<file path="config.mk">
export PLATFORM = sky130hd
export DESIGN_NAME = sarseq_top
export DESIGN_NICKNAME = d
export VERILOG_FILES = /design/src/sarseq_top.v
export VERILOG_INCLUDE_DIRS = /design/src
export SDC_FILE = /design/constraint.sdc
export NUM_CORES = 1
export LEC_CHECK = 0
export ABC_CLOCK_PERIOD_IN_PS = 2000
export BUFFER_PORTS_ARGS = -buffer_cell sky130_fd_sc_hd__buf_2
export CAP_MARGIN = 20
export CORE_AREA = 2 2 113 115
export DETAILED_ROUTE_END_ITERATION = 16
export DIE_AREA = 0 0 115 117
export PLACE_DENSITY = 0.73
export SETUP_SLACK_MARGIN = 0.1
export SLEW_MARGIN = 40
export SYNTH_ARGS = -nofsm -noshare
export SYNTH_HDL_FRONTEND = slang
export SYNTH_SLANG_ARGS = --single-unit
</file>
<file path="constraint.sdc">
create_clock -name clk -period 2 [get_ports clk]
set_clock_uncertainty 0.1 [all_clocks]
set_input_delay 0.2 -clock clk [delete_from_list [all_inputs] [get_ports clk]]
set_output_delay 0.2 -clock clk [all_outputs]
set_load 0.1 [all_outputs]
</file>
<file path="src/sarseq_defines.vh">
// Constants for the successive-approximation converter sequencer.
// Assumes it is included once per design file by its bare name.
`ifndef SARSEQ_DEFINES_VH
`define SARSEQ_DEFINES_VH

// Register word addresses (one aligned word each)
`define SARSEQ_ADDR_CTRL0      4'h0
`define SARSEQ_ADDR_CTRL1      4'h1
`define SARSEQ_ADDR_CTRL2      4'h2
`define SARSEQ_ADDR_RES_LOW    4'h3
`define SARSEQ_ADDR_RES_HIGH   4'h4
`define SARSEQ_ADDR_IRQ_FLAGS  4'h5
`define SARSEQ_ADDR_IRQ_EN     4'h6
`define SARSEQ_ADDR_ANSEL      4'h7
`define SARSEQ_ADDR_PINDIR     4'h8
`define SARSEQ_ADDR_PORT       4'h9

// Field positions in control 0
`define SARSEQ_C0_ENABLE       0
`define SARSEQ_C0_GO           1
`define SARSEQ_C0_CHS_LSB      2
// Field positions in control 2
`define SARSEQ_C2_CLK_LSB      0
`define SARSEQ_C2_ACQ_LSB      3
`define SARSEQ_C2_JUSTIFY      7
// Flag position in the irq flag and enable words
`define SARSEQ_IRQ_DONE        6

// Reset values
`define SARSEQ_RST_CTRL0       8'h00
`define SARSEQ_RST_CTRL1       8'h00
`define SARSEQ_RST_CTRL2       8'h00
`define SARSEQ_RST_PINS        12'hFFF

// Timing counts: conversion length in conversion-clock periods, arm delay and oscillator divider in clk cycles
`define SARSEQ_CONV_PERIODS    4'hB
`define SARSEQ_ARM_CYCLES      3'h4
`define SARSEQ_OSC_DIV         5'h11

`endif

</file>
<file path="src/sarseq_top.v">
// Sequencer, register slave and result formatting of a 10-bit SAR converter.
// Assumes an Avalon-MM master on clk and an analog comparator outside that
// answers cmp_high for the trial code on dac_code within one clock.
`include "sarseq_defines.vh"

module sarseq_top (
  input  wire        clk,
  input  wire        rst_b,
  input  wire [3:0]  avs_address,
  input  wire        avs_read,
  input  wire        avs_write,
  input  wire [31:0] avs_writedata,
  input  wire [3:0]  avs_byteenable,
  output reg  [31:0] avs_readdata,
  output reg         avs_waitrequest,
  input  wire [11:0] pin_level,
  input  wire        cmp_high,
  output reg  [9:0]  dac_code,
  output reg  [3:0]  mux_channel,
  output reg  [1:0]  pos_ref_select,
  output reg  [1:0]  neg_ref_select,
  output reg         sample_on,
  output reg         conv_done_irq,
  output reg         wake_request
);

  //--------------------------------------------------------------------------
  // State
  //--------------------------------------------------------------------------
  localparam ST_IDLE = 2'h0;
  localparam ST_ARM  = 2'h1;
  localparam ST_ACQ  = 2'h2;
  localparam ST_CONV = 2'h3;

  reg [7:0]  converter_control_0;
  reg [7:0]  converter_control_1;
  reg [7:0]  converter_control_2;
  reg [7:0]  result_low_reg;
  reg [7:0]  result_high_reg;
  reg        conv_done_flag;
  reg        conv_done_irq_en;
  reg [11:0] analog_select_bit;
  reg [11:0] pin_direction_bit;
  reg [1:0]  state_reg;
  reg [5:0]  div_reg;
  reg        tad_tick;
  reg [4:0]  acq_cnt_reg;
  reg [3:0]  bit_cnt_reg;
  reg [2:0]  arm_cnt_reg;
  reg [9:0]  sar_reg;
  reg        ack_pending;
  wire       conv_enter;

  wire       converter_enable = converter_control_0[`SARSEQ_C0_ENABLE];
  wire       go_busy          = converter_control_0[`SARSEQ_C0_GO];
  wire [2:0] conv_clock_select     = converter_control_2[`SARSEQ_C2_CLK_LSB +: 3];
  wire [2:0] acquisition_delay_sel = converter_control_2[`SARSEQ_C2_ACQ_LSB +: 3];
  wire       result_justify_sel    = converter_control_2[`SARSEQ_C2_JUSTIFY];

  wire       bus_hit = (avs_read | avs_write) & ~ack_pending;
  wire       wr_en   = avs_write & bus_hit & avs_byteenable[0];
  wire [7:0] wdat    = avs_writedata[7:0];

  //--------------------------------------------------------------------------
  // Conversion clock
  //--------------------------------------------------------------------------
  reg [5:0] div_limit;
  always @* begin
    case (conv_clock_select)
      3'h0:    div_limit = 6'h01;
      3'h4:    div_limit = 6'h03;
      3'h1:    div_limit = 6'h07;
      3'h5:    div_limit = 6'h0F;
      3'h2:    div_limit = 6'h1F;
      3'h6:    div_limit = 6'h3F;
      default: div_limit = `SARSEQ_OSC_DIV - 6'h01;
    endcase
  end

  always @(posedge clk) begin
    if (!rst_b || state_reg == ST_IDLE) begin
      div_reg  <= 6'h00;
      tad_tick <= 1'b0;
    end else if (conv_enter) begin
      // Restart the period so the first trial code settles before its tick
      div_reg  <= 6'h00;
      tad_tick <= 1'b0;
    end else if (div_reg >= div_limit) begin
      div_reg  <= 6'h00;
      tad_tick <= 1'b1;
    end else begin
      div_reg  <= div_reg + 6'h01;
      tad_tick <= 1'b0;
    end
  end

  reg [4:0] acq_len;
  always @* begin
    case (acquisition_delay_sel)
      3'h1:    acq_len = 5'h02;
      3'h2:    acq_len = 5'h04;
      3'h3:    acq_len = 5'h06;
      3'h4:    acq_len = 5'h08;
      3'h5:    acq_len = 5'h0C;
      3'h6:    acq_len = 5'h10;
      3'h7:    acq_len = 5'h14;
      default: acq_len = 5'h00;
    endcase
  end

  assign conv_enter = (state_reg == ST_ARM && arm_cnt_reg == `SARSEQ_ARM_CYCLES - 3'h1) ||
                      (state_reg == ST_ACQ && tad_tick && acq_cnt_reg == acq_len - 5'h01);

  //--------------------------------------------------------------------------
  // Sequencer decode
  //--------------------------------------------------------------------------
  wire [9:0] trial     = sar_reg | (10'h200 >> bit_cnt_reg);
  wire       conv_last = tad_tick && bit_cnt_reg == `SARSEQ_CONV_PERIODS - 4'h1;
  wire       go_set    = wr_en && avs_address == `SARSEQ_ADDR_CTRL0 &&
                         wdat[`SARSEQ_C0_GO] && !go_busy && converter_enable;
  wire       done_evt  = state_reg == ST_CONV && conv_last;
  wire [9:0] result    = sar_reg;
  wire       wr_ctrl0  = wr_en && avs_address == `SARSEQ_ADDR_CTRL0;
  wire       wr_ctrl1  = wr_en && avs_address == `SARSEQ_ADDR_CTRL1;
  wire       wr_ctrl2  = wr_en && avs_address == `SARSEQ_ADDR_CTRL2;
  wire       wr_flags  = wr_en && avs_address == `SARSEQ_ADDR_IRQ_FLAGS;
  wire       wr_irq_en = wr_en && avs_address == `SARSEQ_ADDR_IRQ_EN;
  wire       wr_ansel  = wr_en && avs_address == `SARSEQ_ADDR_ANSEL;
  wire       wr_pindir = wr_en && avs_address == `SARSEQ_ADDR_PINDIR;

  //--------------------------------------------------------------------------
  // Sequencer next state
  //--------------------------------------------------------------------------
  reg [1:0] state_next;
  reg [4:0] acq_cnt_next;
  reg [3:0] bit_cnt_next;
  reg [2:0] arm_cnt_next;
  reg [9:0] sar_next;

  always @* begin
    state_next   = state_reg;
    acq_cnt_next = acq_cnt_reg;
    bit_cnt_next = bit_cnt_reg;
    arm_cnt_next = arm_cnt_reg;
    sar_next     = sar_reg;
    case (state_reg)
      ST_IDLE: begin
        if (go_set) begin
          sar_next     = 10'h000;
          bit_cnt_next = 4'h0;
          acq_cnt_next = 5'h00;
          arm_cnt_next = 3'h0;
          state_next   = (acq_len == 5'h00) ? ST_ARM : ST_ACQ;
        end
      end
      ST_ARM: begin
        arm_cnt_next = arm_cnt_reg + 3'h1;
        if (arm_cnt_reg == `SARSEQ_ARM_CYCLES - 3'h1)
          state_next = ST_CONV;
      end
      ST_ACQ: begin
        if (tad_tick) begin
          acq_cnt_next = acq_cnt_reg + 5'h01;
          if (acq_cnt_reg == acq_len - 5'h01)
            state_next = ST_CONV;
        end
      end
      ST_CONV: begin
        if (tad_tick) begin
          bit_cnt_next = bit_cnt_reg + 4'h1;
          if (bit_cnt_reg < 4'hA && cmp_high)
            sar_next = trial;
        end
        if (conv_last)
          state_next = ST_IDLE;
      end
      default: state_next = ST_IDLE;
    endcase
    if (!converter_enable)
      state_next = ST_IDLE;
  end

  always @(posedge clk) begin
    if (!rst_b) begin
      state_reg   <= ST_IDLE;
      acq_cnt_reg <= 5'h00;
      bit_cnt_reg <= 4'h0;
      arm_cnt_reg <= 3'h0;
      sar_reg     <= 10'h000;
    end else begin
      state_reg   <= state_next;
      acq_cnt_reg <= acq_cnt_next;
      bit_cnt_reg <= bit_cnt_next;
      arm_cnt_reg <= arm_cnt_next;
      sar_reg     <= sar_next;
    end
  end

  //--------------------------------------------------------------------------
  // Control registers
  //--------------------------------------------------------------------------
  always @(posedge clk) begin
    if (!rst_b) begin
      converter_control_0 <= `SARSEQ_RST_CTRL0;
    end else begin
      if (wr_ctrl0)
        converter_control_0 <= {2'h0, wdat[5:2], go_set, wdat[0]};
      if (done_evt)
        converter_control_0[`SARSEQ_C0_GO] <= 1'b0;
    end
  end

  always @(posedge clk) begin
    if (!rst_b)
      converter_control_1 <= `SARSEQ_RST_CTRL1;
    else if (wr_ctrl1)
      converter_control_1 <= {4'h0, wdat[3:0]};
  end

  always @(posedge clk) begin
    if (!rst_b)
      converter_control_2 <= `SARSEQ_RST_CTRL2;
    else if (wr_ctrl2)
      converter_control_2 <= wdat;
  end

  always @(posedge clk) begin
    if (!rst_b)
      conv_done_irq_en <= 1'b0;
    else if (wr_irq_en)
      conv_done_irq_en <= wdat[`SARSEQ_IRQ_DONE];
  end

  always @(posedge clk) begin
    if (!rst_b)
      analog_select_bit <= `SARSEQ_RST_PINS;
    else if (wr_ansel)
      analog_select_bit <= avs_writedata[11:0];
  end

  always @(posedge clk) begin
    if (!rst_b)
      pin_direction_bit <= `SARSEQ_RST_PINS;
    else if (wr_pindir)
      pin_direction_bit <= avs_writedata[11:0];
  end

  // Set wins over a software clear in the same cycle
  always @(posedge clk) begin
    if (!rst_b)
      conv_done_flag <= 1'b0;
    else if (done_evt)
      conv_done_flag <= 1'b1;
    else if (wr_flags)
      conv_done_flag <= wdat[`SARSEQ_IRQ_DONE];
  end

  //--------------------------------------------------------------------------
  // Result formatting
  //--------------------------------------------------------------------------
  reg [7:0] result_low_next;
  reg [7:0] result_high_next;

  always @* begin
    if (result_justify_sel) begin
      result_high_next = {6'h00, result[9:8]};
      result_low_next  = result[7:0];
    end else begin
      result_high_next = result[9:2];
      result_low_next  = {result[1:0], 6'h00};
    end
  end

  always @(posedge clk) begin
    if (!rst_b) begin
      result_low_reg  <= 8'h00;
      result_high_reg <= 8'h00;
    end else if (done_evt) begin
      result_low_reg  <= result_low_next;
      result_high_reg <= result_high_next;
    end
  end

  //--------------------------------------------------------------------------
  // Register read
  //--------------------------------------------------------------------------
  reg [31:0] rdata;
  always @* begin
    case (avs_address)
      `SARSEQ_ADDR_CTRL0:     rdata = {24'h0, converter_control_0};
      `SARSEQ_ADDR_CTRL1:     rdata = {24'h0, converter_control_1};
      `SARSEQ_ADDR_CTRL2:     rdata = {24'h0, converter_control_2};
      `SARSEQ_ADDR_RES_LOW:   rdata = {24'h0, result_low_reg};
      `SARSEQ_ADDR_RES_HIGH:  rdata = {24'h0, result_high_reg};
      `SARSEQ_ADDR_IRQ_FLAGS: rdata = {25'h0, conv_done_flag, 6'h00};
      `SARSEQ_ADDR_IRQ_EN:    rdata = {25'h0, conv_done_irq_en, 6'h00};
      `SARSEQ_ADDR_ANSEL:     rdata = {20'h0, analog_select_bit};
      `SARSEQ_ADDR_PINDIR:    rdata = {20'h0, pin_direction_bit};
      `SARSEQ_ADDR_PORT:      rdata = {20'h0, pin_level & ~analog_select_bit};
      default:                rdata = 32'h0;
    endcase
  end

  //--------------------------------------------------------------------------
  // Bus handshake
  //--------------------------------------------------------------------------
  // One wait state per access; the cycle that shows an acknowledge is never taken
  always @(posedge clk) begin
    if (!rst_b) begin
      avs_readdata    <= 32'h0;
      avs_waitrequest <= 1'b1;
      ack_pending     <= 1'b0;
    end else begin
      ack_pending     <= bus_hit;
      avs_waitrequest <= ~bus_hit;
      if (bus_hit && avs_read)
        avs_readdata <= rdata;
    end
  end

  //--------------------------------------------------------------------------
  // Analog front-end controls and interrupt
  //--------------------------------------------------------------------------
  always @(posedge clk) begin
    if (!rst_b) begin
      dac_code       <= 10'h000;
      mux_channel    <= 4'h0;
      pos_ref_select <= 2'h0;
      neg_ref_select <= 2'h0;
      sample_on      <= 1'b0;
    end else begin
      dac_code       <= (state_reg == ST_CONV) ? trial : 10'h000;
      mux_channel    <= converter_control_0[`SARSEQ_C0_CHS_LSB +: 4];
      pos_ref_select <= converter_control_1[3:2];
      neg_ref_select <= converter_control_1[1:0];
      sample_on      <= converter_enable && state_reg != ST_CONV;
    end
  end

  always @(posedge clk) begin
    if (!rst_b) begin
      conv_done_irq <= 1'b0;
      wake_request  <= 1'b0;
    end else begin
      conv_done_irq <= conv_done_flag & conv_done_irq_en;
      wake_request  <= conv_done_flag & conv_done_irq_en;
    end
  end

endmodule // sarseq_top

</file>
==> metrics.txt <==
# TYPE chip_impl_metric gauge
chip_impl_info{name="status",value="completed"} 1
chip_impl_info{name="top_layer_used",value="met4"} 1
chip_impl_metric{name="initial_antenna_violation_count",unit=""} 0
chip_impl_metric{name="maxSlewViolCount",unit=""} 0
chip_impl_info{name="crit_path_start",value="converter_control_2[1]$_SDFFE_PN0P_"} 1
chip_impl_metric{name="power.clock.fraction",unit="%"} 48.2
chip_impl_metric{name="core.rowCount",unit=""} 41
chip_impl_metric{name="wire_per_inst",unit="um"} 16.2
chip_impl_info{name="crit_path_end_kind",value="flop"} 1
chip_impl_metric{name="antenna-diode-count",unit=""} 0
chip_impl_metric{name="clkSinkCount",unit=""} 125
chip_impl_info{name="regToRegEndpoint",value="tad_tick$_SDFF_PP0_"} 1
chip_impl_metric{name="max-cap-violations",unit=""} 0
chip_impl_metric{name="critPathMaxStageDelay",unit="ns"} 0.38
chip_impl_info{name="crit_family",value="compound AO/OA/AOI/OAI gates"} 1
chip_impl_metric{name="power.net_switching",unit="mW"} 1.56
chip_impl_metric{name="grt_start_max_net_pins",unit=""} 53
chip_impl_info{name="post_synth_most_frequent_cells",value="dfxtp_1, nand2_1, nor2_1, a21oi_1, nand3_1"} 1
chip_impl_metric{name="flow.area_growth_from_synthesis",unit="%"} 23.6
chip_impl_metric{name="timing.critical_path.arrival",unit="ns"} 2.17
chip_impl_metric{name="place_ws",unit="ns"} -0.0320
chip_impl_metric{name="globalRoute.totalOverflow",unit=""} 0
chip_impl_info{name="clock-root-buffer",value="clkbuf_16"} 1
chip_impl_metric{name="vias",unit=""} 5441
chip_impl_info{name="cp_slowest_cell",value="dfxtp_4"} 1
chip_impl_metric{name="synth_top_area_share",unit="%"} 41.4
chip_impl_info{name="grt_setup_unrepaired",value="true"} 1
chip_impl_metric{name="drive_gt1_share",unit="%"} 22.6
chip_impl_metric{name="grt_first_pass_wirelength",unit="mm"} 25.3
chip_impl_metric{name="globalplace.congestion",unit=""} 0.937
chip_impl_metric{name="cp_data_required_time",unit="ns"} 2.22
chip_impl_metric{name="detailedRoute.firstIterationViolations",unit=""} 304
chip_impl_metric{name="routed-wl-met3",unit="um"} 889
chip_impl_metric{name="fraction_of_the_yosys_area_taken_by_sequential_cells",unit="%"} 41.4
chip_impl_metric{name="drt-total-wl",unit="mm"} 15.8
chip_impl_metric{name="synthArstFlopShare",unit="%"} 0
chip_impl_metric{name="p_seq_share",unit="%"} 42.6
chip_impl_metric{name="area_of_the_multi_input_gates",unit="um2"} 3330
chip_impl_metric{name="clkTransAtPathRegs",unit="ns"} 0.06
chip_impl_metric{name="clock_latency",unit="ns"} 0.42
chip_impl_metric{name="detailed_place_hpwl",unit="mm"} 10.9
chip_impl_metric{name="route.layer.met1.wl",unit="mm"} 6.83
chip_impl_metric{name="r2r_cells",unit=""} 9
chip_impl_metric{name="max-slew-margin-rel",unit="%"} 64.2
chip_impl_metric{name="max-vdd-ir-drop",unit="mV"} 0.479
chip_impl_metric{name="p_int",unit="mW"} 4.34
chip_impl_info{name="cts_tree",value="yes"} 1
chip_impl_info{name="crit_type",value="reg -> reg"} 1
chip_impl_metric{name="finalNonFillerCells",unit=""} 977
chip_impl_metric{name="power.switching_fraction",unit="%"} 26.4
chip_impl_metric{name="seq_area",unit="um2"} 2520
chip_impl_metric{name="worst-path-max-fanout",unit=""} 7
chip_impl_metric{name="timing.final.crit_share",unit="%"} 97.9
chip_impl_info{name="timing.critical_path.from_type",value="flop"} 1
chip_impl_metric{name="yosys.cell_types.count",unit=""} 64
chip_impl_metric{name="finalWorstPathRequiredPeriod",unit="ns"} 1.96
chip_impl_info{name="synth_most_common_cell",value="dfxtp_1"} 1
chip_impl_metric{name="dieHeight",unit="um"} 117
chip_impl_metric{name="drtPass1Iterations",unit=""} 5
chip_impl_metric{name="met2WireLength",unit="mm"} 7.60
chip_impl_metric{name="comb_power_share",unit="%"} 9.2
chip_impl_metric{name="cts_max_path_buffers",unit=""} 2
chip_impl_info{name="crit_path_cell_trace",value="inv_4 -> ha_4 -> a21oi_2 -> ha_1 -> a21o_1 -> a21o_1 -> a21oi_2 -> o21ai_4 -> nor2b_4"} 1
chip_impl_metric{name="dpl.cell_count",unit=""} 927
chip_impl_metric{name="critical_path_cell_count",unit=""} 9
chip_impl_metric{name="holdWs",unit="ns"} 0.0225
chip_impl_info{name="critPathCapture",value="tad_tick$_SDFF_PP0_"} 1
chip_impl_info{name="reg_top3",value="analog_select_bit x12, avs_readdata x12, pin_direction_bit x12"} 1
chip_impl_metric{name="synth_edf_count",unit=""} 0
chip_impl_metric{name="fillerInstances",unit=""} 1064
chip_impl_metric{name="cp_num_buf_inv",unit=""} 1
chip_impl_metric{name="ctsHtreeMaxLevel",unit=""} 4
chip_impl_metric{name="mappedNetlistArea",unit="um2"} 6040
chip_impl_metric{name="worstMarginPinSlew",unit="ns"} 0.532
chip_impl_metric{name="synth_warnings",unit=""} 0
chip_impl_metric{name="reg2reg_slack",unit="ns"} 0.04
chip_impl_metric{name="die-area",unit="um2"} 13500
chip_impl_metric{name="grt_usage",unit="%"} 24.2
chip_impl_info{name="worstReg2RegStart",value="converter_control_2[1]$_SDFFE_PN0P_"} 1
chip_impl_metric{name="tritoncts.num_buffers",unit=""} 17
chip_impl_metric{name="design.portCount",unit=""} 111
chip_impl_metric{name="die_width",unit="um"} 115
chip_impl_metric{name="synthCells",unit=""} 717
chip_impl_metric{name="finalHoldViolCount",unit=""} 0
chip_impl_metric{name="design.final.nets",unit=""} 895
chip_impl_info{name="yosysTopAreaCell",value="dfxtp_1"} 1
chip_impl_info{name="ys_dominant_reg_cell",value="dfxtp_1"} 1
chip_impl_metric{name="floorplan.core_area",unit="um2"} 12300
chip_impl_metric{name="setup_violations_final",unit=""} 0
chip_impl_info{name="synth.area.top_cells",value="dfxtp_1, nand2_1, ha_1"} 1
chip_impl_metric{name="port_buffers",unit=""} 67
chip_impl_metric{name="final.setup.worst_slack",unit="ns"} 0.0426
chip_impl_metric{name="power_density",unit="nW/um2"} 790
chip_impl_metric{name="drt.antenna.violating_nets",unit=""} 0
chip_impl_metric{name="clock.fmax",unit="MHz"} 511
chip_impl_metric{name="p_leak",unit="nW"} 3.16
chip_impl_metric{name="initial_core_util",unit="%"} 49.1
chip_impl_metric{name="postSynthAreaPerCell",unit="um2"} 8.43
chip_impl_metric{name="detail_route.drc_violations",unit=""} 0
chip_impl_metric{name="synth_seq_cells",unit=""} 125
chip_impl_metric{name="vias_per_cell",unit=""} 5.57
chip_impl_info{name="timing.hold.worst.class",value="in -> reg"} 1
chip_impl_metric{name="via_count_of_the_first_global_routing_pass",unit=""} 5117
-- power by group through the flow --
stage / combinational (mW) / sequential (mW) / clock (mW)
after floorplan: 0.356 / 2.63 / 0
after global routing: 0.575 / 2.51 / 3.00
final: 0.544 / 2.51 / 2.84
after global placement: 0.510 / 2.57 / 0
after detailed placement: 0.514 / 2.57 / 0
after CTS: 0.534 / 2.52 / 2.89
-- cell families (layout without fill, tap and decap cells) --
kind of cell / Yosys count / after routing / synth area share (%)
AO/OA/AOI/OAI: 138 / 138 / 15.8
XOR/XNOR: 11 / 11 / 1.59
adder cells (fa/ha/maj): 24 / 24 / 4.97
buffers and inverters: 85 / 176 / 7.00
flip-flops: 125 / 125 / 41.4
AND/OR/NAND/NOR: 307 / 307 / 24.6
other: 1 / 20 / 0.0621
multiplexers: 26 / 26 / 4.58
-- placed cells by master (no fill, tap or decap), drive strengths merged, types with 15 or more instances in the layout --
cell and count:
nor2 74, dfxtp 125, a21oi 47, nand3 45, nor3 16, ha 24
o21ai 21, clkbuf 19, conb 20, a22o 15, nand2 103, buf 112
inv 23, mux2i 22
-- through the flow --
stage	total power [mW]	cell area (um2)	utilization (%)	setup TNS (ns)
global route	6.09	7470	60.7	-0.286
global placement	3.08	6630	53.8	0
floorplan	2.99	6150	-	0
CTS	5.94	7370	59.8	0
detailed placement	3.09	6630	53.8	-0.103
finish	5.90	7470	60.7	0
-- tightest hold or removal path, stage by stage --
cell,delay (ns)
buf_2,0.16
nand2_1,0.07
nand3_1,0.06
-- worst min path at each step --
stage / startpoint / to / slack [ns] / cells past startpoint
after floorplan: avs_writedata[0] / analog_select_bit[0]$_SDFFE_PN1P_ / 0.22 / 2
after global placement: ack_pending$_SDFF_PN0_ / ack_pending$_SDFF_PN0_ / 0.33 / 1
after detailed placement: avs_writedata[10] / pin_direction_bit[10]$_SDFFE_PN1P_ / 0.33 / 3
after CTS: avs_writedata[5] / pin_direction_bit[5]$_SDFFE_PN1P_ / 0.002 / 3
after global routing: avs_writedata[5] / converter_control_0[5]$_SDFFE_PN0N_ / 0.02 / 3
final: avs_writedata[2] / pin_direction_bit[2]$_SDFFE_PN1P_ / 0.02 / 3
-- cell type report --
| class | instances | area share (%) |
|---|---|---|
| multi-input cells | 526 | 44.5 |
| flip-flops and latches | 125 | 33.7 |
| repair buffers | 123 | 10.7 |
| clock buffers | 19 | 5.80 |
| well taps | 150 | 2.51 |
| clock inverters | 13 | 1.59 |
| inverters | 21 | 1.12 |
-- repair_timing --
item	in CTS	in global routing
setup buffers	3	4
hold buffers	11	0
pin swaps	9	11
endpoints found under the hold margin	23	0
gates resized for setup	14	21
endpoints found under the setup margin	9	27
-- routing by layer --
| metal | vias up | GRT usage, % |
|---|---|---|
| met4 | 0 | 12.1 |
| met3 | 44 | 5.77 |
| met2 | 174 | 39.8 |
| met1 | 2571 | 29.8 |
| li1 | 2652 | - |
| met5 | - | 0 |
No activity file was read; power rests on OpenSTA's default activity.
